`src/hdl/dsrx_pkg.sv`:
```
// Shared constants and carrier types for the serial receive front end.
// Assumes a single clock domain; no software bus, controls arrive as ports.
package dsrx_pkg;
    // Divisor layout
    localparam int DIV_W       = 12;   // Full divisor width
    localparam int DIV_HI_W    = 4;    // Bits from the high divisor part
    localparam int DIV_LO_W    = 8;    // Bits from the low divisor part
    localparam int DIV_MAX     = 4095; // Largest divisor accepted
    // Control field position within the first control/status byte
    localparam int CTRL_W      = 8;    // Width of the control/status byte
    localparam int DSPEED_BIT  = 1;    // Double-speed select position
    // Oversampling
    localparam int OS_NORMAL   = 16;   // Samples per bit, normal speed
    localparam int OS_DOUBLE   = 8;    // Samples per bit, double speed
    localparam int SMP_W       = 4;    // Width of the sample counter
    localparam int VOTE_A      = 4;    // First voting sample
    localparam int VOTE_B      = 5;    // Second voting sample
    localparam int VOTE_C      = 6;    // Third voting sample, decision point
    localparam int DATA_W      = 8;    // Data bits per character
    localparam int BIT_W       = 4;    // Width of the bit counter
    // Reset values
    localparam logic [SMP_W-1:0] SMP_RST = 4'h0;   // Sample counter reset
    localparam logic [DIV_W-1:0] DIV_RST = 12'h000; // Divider counter reset

    // Received character with its framing status
    typedef struct packed {
        logic [DATA_W-1:0] data;       // Data bits, first received in bit 0
        logic              stop_ok;    // Stop bit voted high
    } rx_char_type;
endpackage

```
`src/hdl/dsrx_top.sv`:
```
// Baud generator and oversampling receive front end with double-speed mode.
// Assumes the divisor parts and control byte are held stable by software
// logic in the same clock domain; the receive pin is asynchronous.
//
// What this block does
// - Double speed: eight samples per bit, not sixteen
// - Double speed samples pin eight times per bit
// - Idle low sample starts qualification as sample 1
// - Samples 4,5,6 mostly high reject start bit
// - Data bits voted majority of samples 4,5,6
// - Shift each bit in once its vote ends
// - Double speed rate is clock over 8(div+1)
// - Divisor is high/low pair, 0 to 4095
// - Select bit is bit 1 of control byte
// - Normal rate is clock over 16(div+1)
// - High part four MSBs, low part eight LSBs
`timescale 1ns/1ps

module dsrx_top
    import dsrx_pkg::*;
#(
    parameter int DATA_BITS = DATA_W   // Data bits per character
)(
    // Clock, reset, enable
    input  wire logic                ref_clk_i,
    input  wire logic                rst_n_i,
    input  wire logic                clk_en_i,
    // Software controls
    input  wire logic [CTRL_W-1:0]   serial_ctrl_status_a_i,
    input  wire logic [DIV_HI_W-1:0] baud_divisor_high_i,
    input  wire logic [DIV_LO_W-1:0] baud_divisor_low_i,
    // Serial line
    input  wire logic                rxd_i,
    // Received character
    output logic                     rx_valid_o,
    output rx_char_type              rx_char_o,
    // Status
    output logic                     sample_tick_o,
    output logic                     rx_busy_o
);

    // Elaboration check: the character layout is fixed at eight bits
    if (DATA_BITS != DATA_W) begin : g_bad_width
        $error("dsrx_top supports only eight data bits");
    end

    ////////////////////////////////////////////////////////////////////////
    // Control decode

    logic             double_speed_select;  // Mode select
    logic [DIV_W-1:0] baud_divisor;         // Combined divisor
    logic [SMP_W-1:0] last_sample;          // Final sample index in a bit

    assign double_speed_select = serial_ctrl_status_a_i[DSPEED_BIT];
    assign baud_divisor = {baud_divisor_high_i, baud_divisor_low_i};
    // Sixteen or eight samples per bit decide both rate and window
    assign last_sample = double_speed_select ? SMP_W'(OS_DOUBLE - 1)
                                             : SMP_W'(OS_NORMAL - 1);

    // Majority of three samples
    function automatic logic vote3(input logic [2:0] s);
        vote3 = (s[0] & s[1]) | (s[0] & s[2]) | (s[1] & s[2]);
    endfunction

    ////////////////////////////////////////////////////////////////////////
    // Baud divider: one tick per (divisor+1) clocks, ticks are samples

    logic [DIV_W-1:0] div_cnt_ff;   // Down counter
    logic             tick;         // Oversample strobe

    assign tick = clk_en_i && (div_cnt_ff == DIV_RST);

    // Reload on expiry so a new divisor takes effect at the next tick
    always_ff @(posedge ref_clk_i or negedge rst_n_i) begin
        if (!rst_n_i) begin
            div_cnt_ff <= DIV_RST;
        end else if (clk_en_i) begin
            if (tick) begin
                div_cnt_ff <= baud_divisor;
            end else begin
                div_cnt_ff <= div_cnt_ff - DIV_W'(1);
            end
        end
    end

    ////////////////////////////////////////////////////////////////////////
    // Pin synchroniser

    logic rxd_meta_ff;  // First stage, read only by the second
    logic rxd_sync_ff;  // Safe pin level

    // Pin is asynchronous; two flops before any logic
    always_ff @(posedge ref_clk_i or negedge rst_n_i) begin
        if (!rst_n_i) begin
            rxd_meta_ff <= 1'b1;
            rxd_sync_ff <= 1'b1;
        end else if (clk_en_i) begin
            rxd_meta_ff <= rxd_i;
            rxd_sync_ff <= rxd_meta_ff;
        end
    end

    ////////////////////////////////////////////////////////////////////////
    // Receive state machine

    typedef enum logic [1:0] {ST_IDLE, ST_START, ST_DATA, ST_STOP} rx_state_type;

    rx_state_type      state_ff;    // Receiver state
    logic [SMP_W-1:0]  smp_ff;      // Sample index in bit, 0 means sample 1
    logic [BIT_W-1:0]  bit_ff;      // Data bit count
    logic [2:0]        votes_ff;    // Samples 4 and 5 collected
    logic [DATA_W-1:0] shift_ff;    // Receive shift register
    logic              voted;       // Majority of samples 4,5,6
    logic              at_vote;     // Sample 6 is being taken now
    logic              at_end;      // Last sample of a bit

    assign voted   = vote3({rxd_sync_ff, votes_ff[1:0]});
    assign at_vote = tick && (smp_ff == SMP_W'(VOTE_C - 1));
    assign at_end  = tick && (smp_ff == last_sample);

    // Sample index: boundaries every bit period from the first low sample
    always_ff @(posedge ref_clk_i or negedge rst_n_i) begin
        if (!rst_n_i) begin
            smp_ff <= SMP_RST;
        end else if (clk_en_i && tick) begin
            if (state_ff == ST_IDLE) begin
                // The low sample just seen is sample 1; next tick is sample 2
                smp_ff <= rxd_sync_ff ? SMP_RST : SMP_W'(1);
            end else if (at_end) begin
                smp_ff <= SMP_RST;
            end else begin
                smp_ff <= smp_ff + SMP_W'(1);
            end
        end
    end

    // Capture samples 4 and 5 for the vote
    always_ff @(posedge ref_clk_i or negedge rst_n_i) begin
        if (!rst_n_i) begin
            votes_ff <= 3'h0;
        end else if (clk_en_i && tick) begin
            if (smp_ff == SMP_W'(VOTE_A - 1)) begin
                votes_ff[0] <= rxd_sync_ff;
            end
            if (smp_ff == SMP_W'(VOTE_B - 1)) begin
                votes_ff[1] <= rxd_sync_ff;
            end
        end
    end

    // Sequence: idle, start qualification, data bits, stop bit
    always_ff @(posedge ref_clk_i or negedge rst_n_i) begin
        if (!rst_n_i) begin
            state_ff <= ST_IDLE;
            bit_ff   <= 4'h0;
        end else if (clk_en_i && tick) begin
            case (state_ff)
                ST_IDLE: begin
                    // One low sample is taken as the start edge
                    if (!rxd_sync_ff) begin
                        state_ff <= ST_START;
                    end
                end
                ST_START: begin
                    // Mostly high votes mean a spike; go back to hunting
                    if (at_vote && voted) begin
                        state_ff <= ST_IDLE;
                    end else if (at_end) begin
                        state_ff <= ST_DATA;
                        bit_ff   <= 4'h0;
                    end
                end
                ST_DATA: begin
                    if (at_end) begin
                        if (bit_ff == BIT_W'(DATA_BITS - 1)) begin
                            state_ff <= ST_STOP;
                        end else begin
                            bit_ff <= bit_ff + BIT_W'(1);
                        end
                    end
                end
                ST_STOP: begin
                    // Return at the vote so a next start edge is not missed
                    if (at_vote) begin
                        state_ff <= ST_IDLE;
                    end
                end
                default: state_ff <= ST_IDLE;
            endcase
        end
    end

    // Shift each data bit in the moment its vote is known
    always_ff @(posedge ref_clk_i or negedge rst_n_i) begin
        if (!rst_n_i) begin
            shift_ff <= 8'h00;
        end else if (clk_en_i && at_vote && state_ff == ST_DATA) begin
            shift_ff <= {voted, shift_ff[DATA_W-1:1]};
        end
    end

    ////////////////////////////////////////////////////////////////////////
    // Output character

    rx_char_type rx_char_ff;    // Held character
    logic        rx_valid_ff;   // Done pulse, one enabled clock long; held while clk_en_i is low

    // Character handed over at the stop bit vote; framing noted
    always_ff @(posedge ref_clk_i or negedge rst_n_i) begin
        if (!rst_n_i) begin
            rx_char_ff  <= '0;
            rx_valid_ff <= 1'b0;
        end else if (clk_en_i) begin
            rx_valid_ff <= at_vote && (state_ff == ST_STOP);
            if (at_vote && state_ff == ST_STOP) begin
                rx_char_ff.data    <= shift_ff;
                rx_char_ff.stop_ok <= voted;
            end
        end
    end

    assign rx_valid_o    = rx_valid_ff;
    assign rx_char_o     = rx_char_ff;
    assign sample_tick_o = tick;
    assign rx_busy_o     = (state_ff != ST_IDLE);

endmodule

```
`config.mk`:
```
export PLATFORM = sky130hd
export DESIGN_NAME = dsrx_top
export DESIGN_NICKNAME = d
export VERILOG_FILES = /design/src/hdl/dsrx_pkg.sv /design/src/hdl/dsrx_top.sv
export SDC_FILE = /design/constraint.sdc
export NUM_CORES = 1
export LEC_CHECK = 0
export ABC_AREA = 1
export BUFFER_PORTS_ARGS = -buffer_cell sky130_fd_sc_hd__buf_2
export CAP_MARGIN = 30
export CORE_UTILIZATION = 31
export DETAILED_ROUTE_END_ITERATION = 7
export SETUP_SLACK_MARGIN = 0.2
export SLEW_MARGIN = 20
export SYNTH_ARGS = -nofsm -noshare
export SYNTH_HDL_FRONTEND = slang
export SYNTH_SLANG_ARGS = --single-unit
```
`constraint.sdc`:
```
create_clock -name ref_clk_i -period 2.1 [get_ports ref_clk_i]
set_input_delay 0.42 -clock ref_clk_i [delete_from_list [all_inputs] [get_ports ref_clk_i]]
set_output_delay 0.42 -clock ref_clk_i [all_outputs]
set_load 0.1 [all_outputs]
```
==> flow_results.xml, run 1 <==
<?xml version="1.0" encoding="UTF-8"?>
<metrics>
  <group name="yosys">
    <metric name="syn_nets" unit="">329</metric>
    <metric name="netlist_instances" unit="">299</metric>
    <metric name="asyncSetResetFlopFracSynth" unit="">1.000</metric>
    <metric name="ys_dominant_reg_cell" unit="">sky130_fd_sc_hd__dfrtp_1</metric>
    <metric name="synth-edff-count" unit="">0</metric>
    <metric name="ys_ff_latch" unit="">44</metric>
    <metric name="seq_area_frac_synth" unit="">0.4530</metric>
    <metric name="synthesis.area" unit="um^2">2436</metric>
    <metric name="yosysWarnings" unit="">0</metric>
    <metric name="yosys.cell_types.count" unit="">29</metric>
    <metric name="postSynthAreaPerCell" unit="um^2">8.147</metric>
  </group>
  <group name="cells_and_area">
    <metric name="finish.cell_count_without_fillers" unit="">440</metric>
    <metric name="n_antenna_cell" unit="">0</metric>
    <metric name="most_common_library_cell_in_the_layout_ignoring_fill_and_taps" unit="">sky130_fd_sc_hd__nand2_1</metric>
    <metric name="final_nets" unit="">370</metric>
    <metric name="ratio_of_cells_with_drive_above_1_in_the_final_layout" unit="">0.2991</metric>
    <metric name="most-common-layout-cells" unit="">sky130_fd_sc_hd__nand2_1 (64), sky130_fd_sc_hd__dfrtp_1 (42), sky130_fd_sc_hd__inv_1 (32)</metric>
    <metric name="areaGrowthSynthToFinish" unit="%">21.42</metric>
    <metric name="num-fill-cells" unit="">737</metric>
  </group>
  <group name="sta">
    <metric name="pins_over_slew_limit" unit="">0</metric>
    <metric name="final_total_negative_setup_slack" unit="ns">0</metric>
    <metric name="period_share" unit="">0.9450</metric>
    <metric name="worst_pin_slew" unit="ns">0.5818</metric>
    <metric name="setup_slack" unit="ns">0.1155</metric>
    <metric name="maximum_clock_skew_at_final_layout" unit="ns">0.005384</metric>
    <metric name="relSlewSlack" unit="">0.6121</metric>
    <metric name="setup_violations" unit="">0</metric>
    <metric name="max_clock_freq" unit="MHz">503.9</metric>
    <metric name="unrepaired_setup_endpoints_after_global_routing" unit="">yes</metric>
    <metric name="min_period" unit="ns">1.984</metric>
    <metric name="finalHoldViolations" unit="">0</metric>
  </group>
  <group name="setup_path">
    <metric name="timing.critical_path.from" unit="">div_cnt_ff[0]</metric>
    <metric name="worstReg2RegStart" unit="">div_cnt_ff[0]</metric>
    <metric name="r2r.worst_path.cells" unit="">14</metric>
    <metric name="startpoint_type" unit="">register</metric>
    <metric name="timing.critical_path.to_type" unit="">primary output</metric>
    <metric name="path_class" unit="">reg -&gt; out</metric>
    <metric name="critical_path.max_fanout" unit="">2</metric>
    <metric name="required" unit="ns">1.68</metric>
    <metric name="reg2reg_to" unit="">bit_ff[1]</metric>
    <metric name="worst_ep_arrival_time" unit="ns">1.56</metric>
    <metric name="ff2ff_setup_slack" unit="ns">0.20</metric>
    <metric name="timing.critical_path.to" unit="">sample_tick_o</metric>
  </group>
  <group name="placed_design">
    <metric name="place_hpwl" unit="um">3702</metric>
    <metric name="placed_cells_incl_taps" unit="">426</metric>
    <metric name="port_buffers" unit="">28</metric>
    <metric name="placement.setup.worst_slack" unit="ns">0.3112</metric>
    <metric name="gp_routability_congestion" unit="">0.8054</metric>
  </group>
  <group name="clock_tree">
    <metric name="worst_skew_pair_latency" unit="ns">0.31</metric>
    <metric name="cts_tree" unit="">yes</metric>
    <metric name="cts-buffers-inserted" unit="">5</metric>
    <metric name="cts_root_buf" unit="">sky130_fd_sc_hd__clkbuf_8</metric>
    <metric name="cts.clk_slew.worst_paths" unit="ns">0.09</metric>
    <metric name="htree_levels" unit="">2</metric>
    <metric name="ctsLongestPathBuffers" unit="">2</metric>
    <metric name="clock_sinks" unit="">44</metric>
  </group>
  <group name="power_and_ir_drop">
    <metric name="total_power" unit="W">0.002786</metric>
    <metric name="power_density" unit="nW/um^2">941.9</metric>
    <metric name="leakagePower" unit="nW">1.487</metric>
    <metric name="power.ir.vdd_worst" unit="mV">0.3775</metric>
  </group>
  <group name="die">
    <metric name="initial_core_utilization" unit="">0.3288</metric>
    <metric name="core_area" unit="um^2">7408</metric>
    <metric name="die_area" unit="um^2">8217</metric>
    <metric name="fp.dieW" unit="um">90.65</metric>
    <metric name="die-height" unit="um">90.65</metric>
    <metric name="ios" unit="">36</metric>
    <metric name="num_rows" unit="">31</metric>
  </group>
  <group name="drt">
    <metric name="routed_wire_length_per_instance" unit="um">11.93</metric>
    <metric name="detail-route-antenna-nets" unit="">0</metric>
    <metric name="route.final.wire_length" unit="um">5251</metric>
    <metric name="detailedRoute.firstIterationViolations" unit="">119</metric>
    <metric name="detail_route.drc_violations" unit="">0</metric>
    <metric name="drt-vias-per-instance" unit="">4.627</metric>
    <metric name="via_count" unit="">2036</metric>
    <metric name="first_pass_iters" unit="">4</metric>
  </group>
  <group name="global_routing">
    <metric name="grt_start_max_net_pins" unit="">45</metric>
    <metric name="overflow" unit="">0</metric>
    <metric name="first_global_vias" unit="">1934</metric>
    <metric name="grtUsageTotal" unit="">0.1370</metric>
    <metric name="initial_antenna_violation_count" unit="">0</metric>
    <metric name="grt_pass1_wl" unit="um">8956</metric>
  </group>
  <group name="min_path">
    <metric name="hold_class" unit="">in -&gt; async</metric>
  </group>
  <group name="outcome">
    <metric name="status" unit="">finished, final reports clean</metric>
  </group>
  <group name="job">
    <metric name="maxCapViolations" unit="">0</metric>
  </group>
</metrics>
through the flow:
stage                     hold WS [ns]  instance area (um^2)  utilization
after global placement          0.4540                  2729       0.3684
after detailed placement        0.4596                  2729       0.3684
after global routing            0.2460                  2958       0.3993
after CTS                       0.2121                  2895       0.3908
final                           0.1900                  2958       0.3993
after floorplan                 0.1244                  2440            -
Yosys cell counts (all sizes together), types with 2 or more instances:
cell	instances	area [um^2]
or2	2	12.51
inv	38	142.6
a21oi	13	65.06
and3	2	12.51
o21ai	43	275.3
nand3	13	65.06
dfstp	2	52.55
xor2	5	43.79
ha	6	75.07
nand2	77	321.6
nand4	5	31.28
nor2	31	146.4
clkbuf	4	15.01
o22ai	6	37.54
buf	3	27.52
o211ai	3	22.52
dfrtp	42	1051
worst max-delay path, stage by stage, from the launching register on:
cell	delay, ns
sky130_fd_sc_hd__dfrtp_1	0.41
sky130_fd_sc_hd__inv_2	0.09
sky130_fd_sc_hd__ha_4	0.14
sky130_fd_sc_hd__nand4_1	0.08
sky130_fd_sc_hd__nor2_1	0.14
sky130_fd_sc_hd__nand2_1	0.12
sky130_fd_sc_hd__clkinvlp_4	0.11
sky130_fd_sc_hd__buf_12	0.17
layout make-up:
| cell class | instances | area, um^2 | share of cell area |
|---|---|---|---|
| Clock inverter | 3 | 47.55 | 0.01607 |
| Clock buffer | 5 | 68.82 | 0.02327 |
| Inverter | 38 | 146.4 | 0.04949 |
| Tap cell | 99 | 123.9 | 0.04188 |
| Timing Repair Buffer | 41 | 264.0 | 0.08926 |
| Multi-Input combinational cell | 210 | 1204 | 0.4069 |
| Sequential cell | 44 | 1104 | 0.3731 |
worst min path at each step:
stage	slack, ns	startpoint	end	depth (start not counted)
after floorplan	0.12	rst_n_i	asynchronous set/reset pin	0
after detailed placement	0.46	rxd_meta_ff	rxd_meta_ff	2
after global routing	0.25	rst_n_i	rx_char_o[7]	2
final	0.19	rst_n_i	bit_ff[3]	2
after CTS	0.21	rst_n_i	rx_char_o[4]	2
after global placement	0.45	rxd_meta_ff	rxd_meta_ff	2
power breakdown:
| part | leakage, nW | switching, W | internal (W) | total, W |
|---|---|---|---|---|
| Combinational | 0.853 | 0.000572 | 0.000347 | 0.000919 |
| Sequential | 0.576 | 0.000183 | 0.000999 | 0.00118 |
| Clock | 0.0583 | 0.000325 | 0.000359 | 0.000684 |
repair_timing:
item                                    CTS  global route
hold endpoints to repair                  0             0
resized for setup                         5            15
buffers inserted                          5             1
hold buffers                              0             0
pin swaps                                 3             8
endpoints found under the setup margin    1            10
logic make-up (layout without fill, tap and decap cells):
| group | Yosys count | in the layout | synth area share |
|---|---|---|---|
| simple gates | 132 | 132 | 0.2517 |
| compound gates | 67 | 67 | 0.1705 |
| buf+inv | 45 | 87 | 0.07601 |
| flops | 44 | 44 | 0.4530 |
| fa+ha+maj | 6 | 6 | 0.03082 |
| xor+xnor | 5 | 5 | 0.01798 |
registers in the layout, summed over array words and instances (netlist names), named ones only:
| name | flops |
|---|---|
| rxd_meta_ff | 1 |
| rx_valid_o | 1 |
| shift_ff | 8 |
| rxd_sync_ff | 1 |
| smp_ff | 4 |
| bit_ff | 4 |
| votes_ff | 2 |
| div_cnt_ff | 12 |
| rx_char_o | 9 |
| state_ff | 1 |
per-layer routing:
layer,track usage,share of wire,vias up
met1,0.1731,0.48,953
li1,-,-,1054
met2,0.2254,0.47,24
met5,0,0,-
met4,0.05645,0.018,0
met3,0.03030,0.027,5
Power figures use the tool's default switching activity.
==> inputs of run 2 (changes only) <==
- ABC_AREA: 1 -> not set
==> run 2 against run 1 <==
  * The flow now finishes with violations (design-rule violations)
  * Combinational power decreased by 48%
  * Highest routed layer unchanged
  * Via count decreased by 7.3%
  * Flip-flop and latch count unchanged
  * Clock-buffer cell count rose by 1
  * Sequential share of layout area fell by 0.76 points
  * Synthesized cell count shrank 27%
  * Clock skew grew 0.0047 ns
  * Final cell count is 16% lower
  * Total power fell by 26%
  * Clock power is 23% lower
  * Critical endpoint unchanged
  * Core utilization up 2.0 points
==> flow_results.xml, run 2 <==
<?xml version="1.0" encoding="UTF-8"?>
<metrics>
  <group name="yosys">
    <metric name="synth.top_cell.area_share" unit="">0.4560</metric>
    <metric name="synth_top_area_cells" unit="">sky130_fd_sc_hd__dfrtp_1 (46%), sky130_fd_sc_hd__mux2_2 (11%), sky130_fd_sc_hd__ha_1 (3.3%)</metric>
    <metric name="yosys.cell_types.count" unit="">51</metric>
    <metric name="syn_nets" unit="">247</metric>
    <metric name="netlist_top_cells_count" unit="">sky130_fd_sc_hd__dfrtp_1 (42), sky130_fd_sc_hd__mux2_2 (22), sky130_fd_sc_hd__inv_1 (19)</metric>
    <metric name="ys_dominant_reg_cell" unit="">sky130_fd_sc_hd__dfrtp_1</metric>
    <metric name="ys_ff_latch" unit="">44</metric>
    <metric name="post-synth-top-count-cell" unit="">sky130_fd_sc_hd__dfrtp_1</metric>
    <metric name="asyncSetResetFlopFracSynth" unit="">1.000</metric>
    <metric name="yosysWarnings" unit="">0</metric>
    <metric name="netlist_instances" unit="">217</metric>
    <metric name="synth_area_leader_cell" unit="">sky130_fd_sc_hd__dfrtp_1</metric>
    <metric name="synth-edff-count" unit="">0</metric>
    <metric name="seq_area_frac_synth" unit="">0.4788</metric>
    <metric name="synthesis.area" unit="um^2">2305</metric>
    <metric name="postSynthAreaPerCell" unit="um^2">10.62</metric>
  </group>
  <group name="sta">
    <metric name="pins_over_slew_limit" unit="">0</metric>
    <metric name="final_total_negative_setup_slack" unit="ns">0</metric>
    <metric name="setup_violations" unit="">0</metric>
    <metric name="min_period" unit="ns">2.052</metric>
    <metric name="period_share" unit="">0.9774</metric>
    <metric name="finalHoldViolations" unit="">0</metric>
    <metric name="unrepaired_setup_endpoints_after_global_routing" unit="">yes</metric>
    <metric name="relSlewSlack" unit="">0.6758</metric>
    <metric name="worst_pin_slew" unit="ns">0.4897</metric>
    <metric name="max_clock_freq" unit="MHz">487.2</metric>
    <metric name="maximum_clock_skew_at_final_layout" unit="ns">0.01011</metric>
  </group>
  <group name="drt">
    <metric name="drt-vias-per-instance" unit="">5.103</metric>
    <metric name="routed_wire_length_per_instance" unit="um">14.49</metric>
    <metric name="first_pass_iters" unit="">6</metric>
    <metric name="via_count" unit="">1888</metric>
    <metric name="route.final.wire_length" unit="um">5360</metric>
    <metric name="detail-route-antenna-nets" unit="">0</metric>
    <metric name="detail_route.drc_violations" unit="">2</metric>
    <metric name="detailedRoute.firstIterationViolations" unit="">98</metric>
  </group>
  <group name="die">
    <metric name="fp.dieW" unit="um">88.23</metric>
    <metric name="ios" unit="">36</metric>
    <metric name="core_area" unit="um^2">7214</metric>
    <metric name="die-height" unit="um">88.23</metric>
    <metric name="die_area" unit="um^2">7784</metric>
    <metric name="initial_core_utilization" unit="">0.3195</metric>
    <metric name="num_rows" unit="">31</metric>
  </group>
  <group name="global_routing">
    <metric name="met2_layer_usage_reported_by_global_route" unit="">0.2245</metric>
    <metric name="grtUsageMet3" unit="">0.03265</metric>
    <metric name="first_global_vias" unit="">1778</metric>
    <metric name="overflow" unit="">0</metric>
    <metric name="met1_usage" unit="">0.2024</metric>
    <metric name="grtUsageTotal" unit="">0.1445</metric>
    <metric name="grt_start_max_net_pins" unit="">20</metric>
    <metric name="grt_pass1_wl" unit="um">8618</metric>
    <metric name="grt_busiest_layer" unit="">met2</metric>
    <metric name="initial_antenna_violation_count" unit="">0</metric>
  </group>
  <group name="cells_and_area">
    <metric name="register_bank_with_the_most_flops" unit="">div_cnt_ff</metric>
    <metric name="areaGrowthSynthToFinish" unit="%">31.16</metric>
    <metric name="finish.utilization" unit="">0.4190</metric>
    <metric name="finish.cell_count_without_fillers" unit="">370</metric>
    <metric name="ratio_of_cells_with_drive_above_1_in_the_final_layout" unit="">0.4059</metric>
    <metric name="n_antenna_cell" unit="">0</metric>
    <metric name="most_common_library_cell_in_the_layout_ignoring_fill_and_taps" unit="">sky130_fd_sc_hd__dfrtp_1</metric>
    <metric name="largest_register_ff_count" unit="">12</metric>
    <metric name="most-common-layout-cells" unit="">sky130_fd_sc_hd__dfrtp_1 (41), sky130_fd_sc_hd__buf_2 (26), sky130_fd_sc_hd__buf_4 (24)</metric>
    <metric name="final_nets" unit="">300</metric>
  </group>
  <group name="job">
    <metric name="maxCapViolations" unit="">0</metric>
  </group>
  <group name="clock_tree">
    <metric name="worst_skew_pair_latency" unit="ns">0.30</metric>
    <metric name="cts_tree" unit="">yes</metric>
    <metric name="htree_levels" unit="">2</metric>
    <metric name="ctsLongestPathBuffers" unit="">2</metric>
    <metric name="clock_sinks" unit="">44</metric>
    <metric name="cts_root_buf" unit="">sky130_fd_sc_hd__clkbuf_8</metric>
    <metric name="hold_buffers" unit="">0</metric>
    <metric name="cts.clk_slew.worst_paths" unit="ns">0.09</metric>
    <metric name="cts-buffers-inserted" unit="">5</metric>
  </group>
  <group name="placed_design">
    <metric name="port_buffers" unit="">28</metric>
    <metric name="place_hpwl" unit="um">3582</metric>
    <metric name="placed_cells_incl_taps" unit="">349</metric>
    <metric name="gp_routability_congestion" unit="">0.8315</metric>
  </group>
  <group name="outcome">
    <metric name="failed_checks" unit="">design-rule violations</metric>
    <metric name="status" unit="">complete, but fails checks</metric>
  </group>
  <group name="setup_path">
    <metric name="critical_path.max_fanout" unit="">4</metric>
    <metric name="worst_ep_arrival_time" unit="ns">1.63</metric>
    <metric name="path_class" unit="">reg -&gt; out</metric>
    <metric name="startpoint_type" unit="">register</metric>
    <metric name="timing.critical_path.to_type" unit="">primary output</metric>
    <metric name="required" unit="ns">1.68</metric>
  </group>
  <group name="power_and_ir_drop">
    <metric name="leakagePower" unit="nW">1.397</metric>
    <metric name="power.ir.vdd_worst" unit="mV">0.3368</metric>
    <metric name="power_density" unit="nW/um^2">679.7</metric>
  </group>
  <group name="min_path">
    <metric name="hold_class" unit="">in -&gt; async</metric>
  </group>
</metrics>
[run 2: cell count changes in the layout (fill, tap and decap cells not counted), moves of 5 or more]
cell / previous run / this run
sky130_fd_sc_hd__nor2_1: 23 / 11
sky130_fd_sc_hd__a21oi_1: 13 / 6
sky130_fd_sc_hd__o21ai_0: 21 / 14
sky130_fd_sc_hd__nand2_2: 10 / 0
sky130_fd_sc_hd__nand2_1: 64 / 11
sky130_fd_sc_hd__mux2_4: 0 / 18
sky130_fd_sc_hd__buf_4: 10 / 24
sky130_fd_sc_hd__a2bb2oi_1: 0 / 5
sky130_fd_sc_hd__inv_1: 32 / 16
sky130_fd_sc_hd__o21ai_2: 17 / 0
[run 2: area by class of cell]
class,instances,area [um^2]
multi-input combinational,144,1242
sequential,44,1105
clock inverter,2,12.51
clock buffer,6,72.57
fill,732,4192
timing repair buffer,56,395.4
inverter,19,71.32
tap,99,123.9
[run 2: final timing paths]
kind,from,end,slack [ns],cells after the start
hold reg to reg,rx_valid_o,rx_valid_o,0.49,1
max in group asynchronous,rst_n_i,rxd_sync_ff,1.44,2
hold / removal,rst_n_i,rx_char_o[2],0.01,1
setup / recovery,div_cnt_ff[0],sample_tick_o,0.05,7
setup reg to reg,div_cnt_ff[4],votes_ff[0],0.09,5
min in group ref_clk_i,rxd_i,rxd_meta_ff,0.37,2
[run 2: cell families after synthesis]
logic type               share of synthesized area
AND/OR/NAND/NOR                             0.1564
AO/OA/AOI/OAI                               0.1515
flip-flops                                  0.4788
buffers and inverters                      0.05212
multiplexers                                0.1205
adder cells (fa/ha/maj)                    0.03692
XOR/XNOR                                  0.003801
[run 2: critical path, stage by stage, from the launching register on]
cell	delay (ns)
sky130_fd_sc_hd__dfrtp_1	0.40
sky130_fd_sc_hd__inv_2	0.10
sky130_fd_sc_hd__ha_4	0.15
sky130_fd_sc_hd__and3b_2	0.21
sky130_fd_sc_hd__nand4_4	0.10
sky130_fd_sc_hd__inv_2	0.08
sky130_fd_sc_hd__buf_6	0.11
sky130_fd_sc_hd__buf_12	0.17
[run 2: through the flow]
step / power (W) / hold WS, ns / instance area (um^2) / setup slack (ns)
floorplan: 0.001277 / 0.1244 / 2310 / 0.1799
global placement: 0.001431 / 0.3460 / 2660 / 0.005002
detailed placement: 0.001443 / 0.3496 / 2660 / 0.02156
CTS: 0.002042 / 0.01792 / 2846 / 0.03839
global route: 0.002173 / 0.03315 / 3023 / -0.02640
finish: 0.002055 / 0.01438 / 3023 / 0.04752
[run 2: repair_timing]
item	4_1_cts	5_1_grt
setup buffers	7	6
pin swaps	2	7
endpoints found under the setup margin	25	30
resized for setup	12	35
[run 2: per-layer routing]
metal / share of wire / wire [um]
met5: 0 / 0
met4: 0.0084 / 45
met3: 0.027 / 144
met2: 0.47 / 2537
met1: 0.49 / 2632
[run 2: power breakdown]
group | total, W | switching [W] | internal (W) | leakage, nW
logic | 0.000478 | 0.000239 | 0.000239 | 0.803
clock network | 0.000528 | 0.000295 | 0.000233 | 0.0412
registers | 0.00105 | 0.000113 | 0.000936 | 0.552
total | 0.00205 | 0.000646 | 0.00141 | 1.40
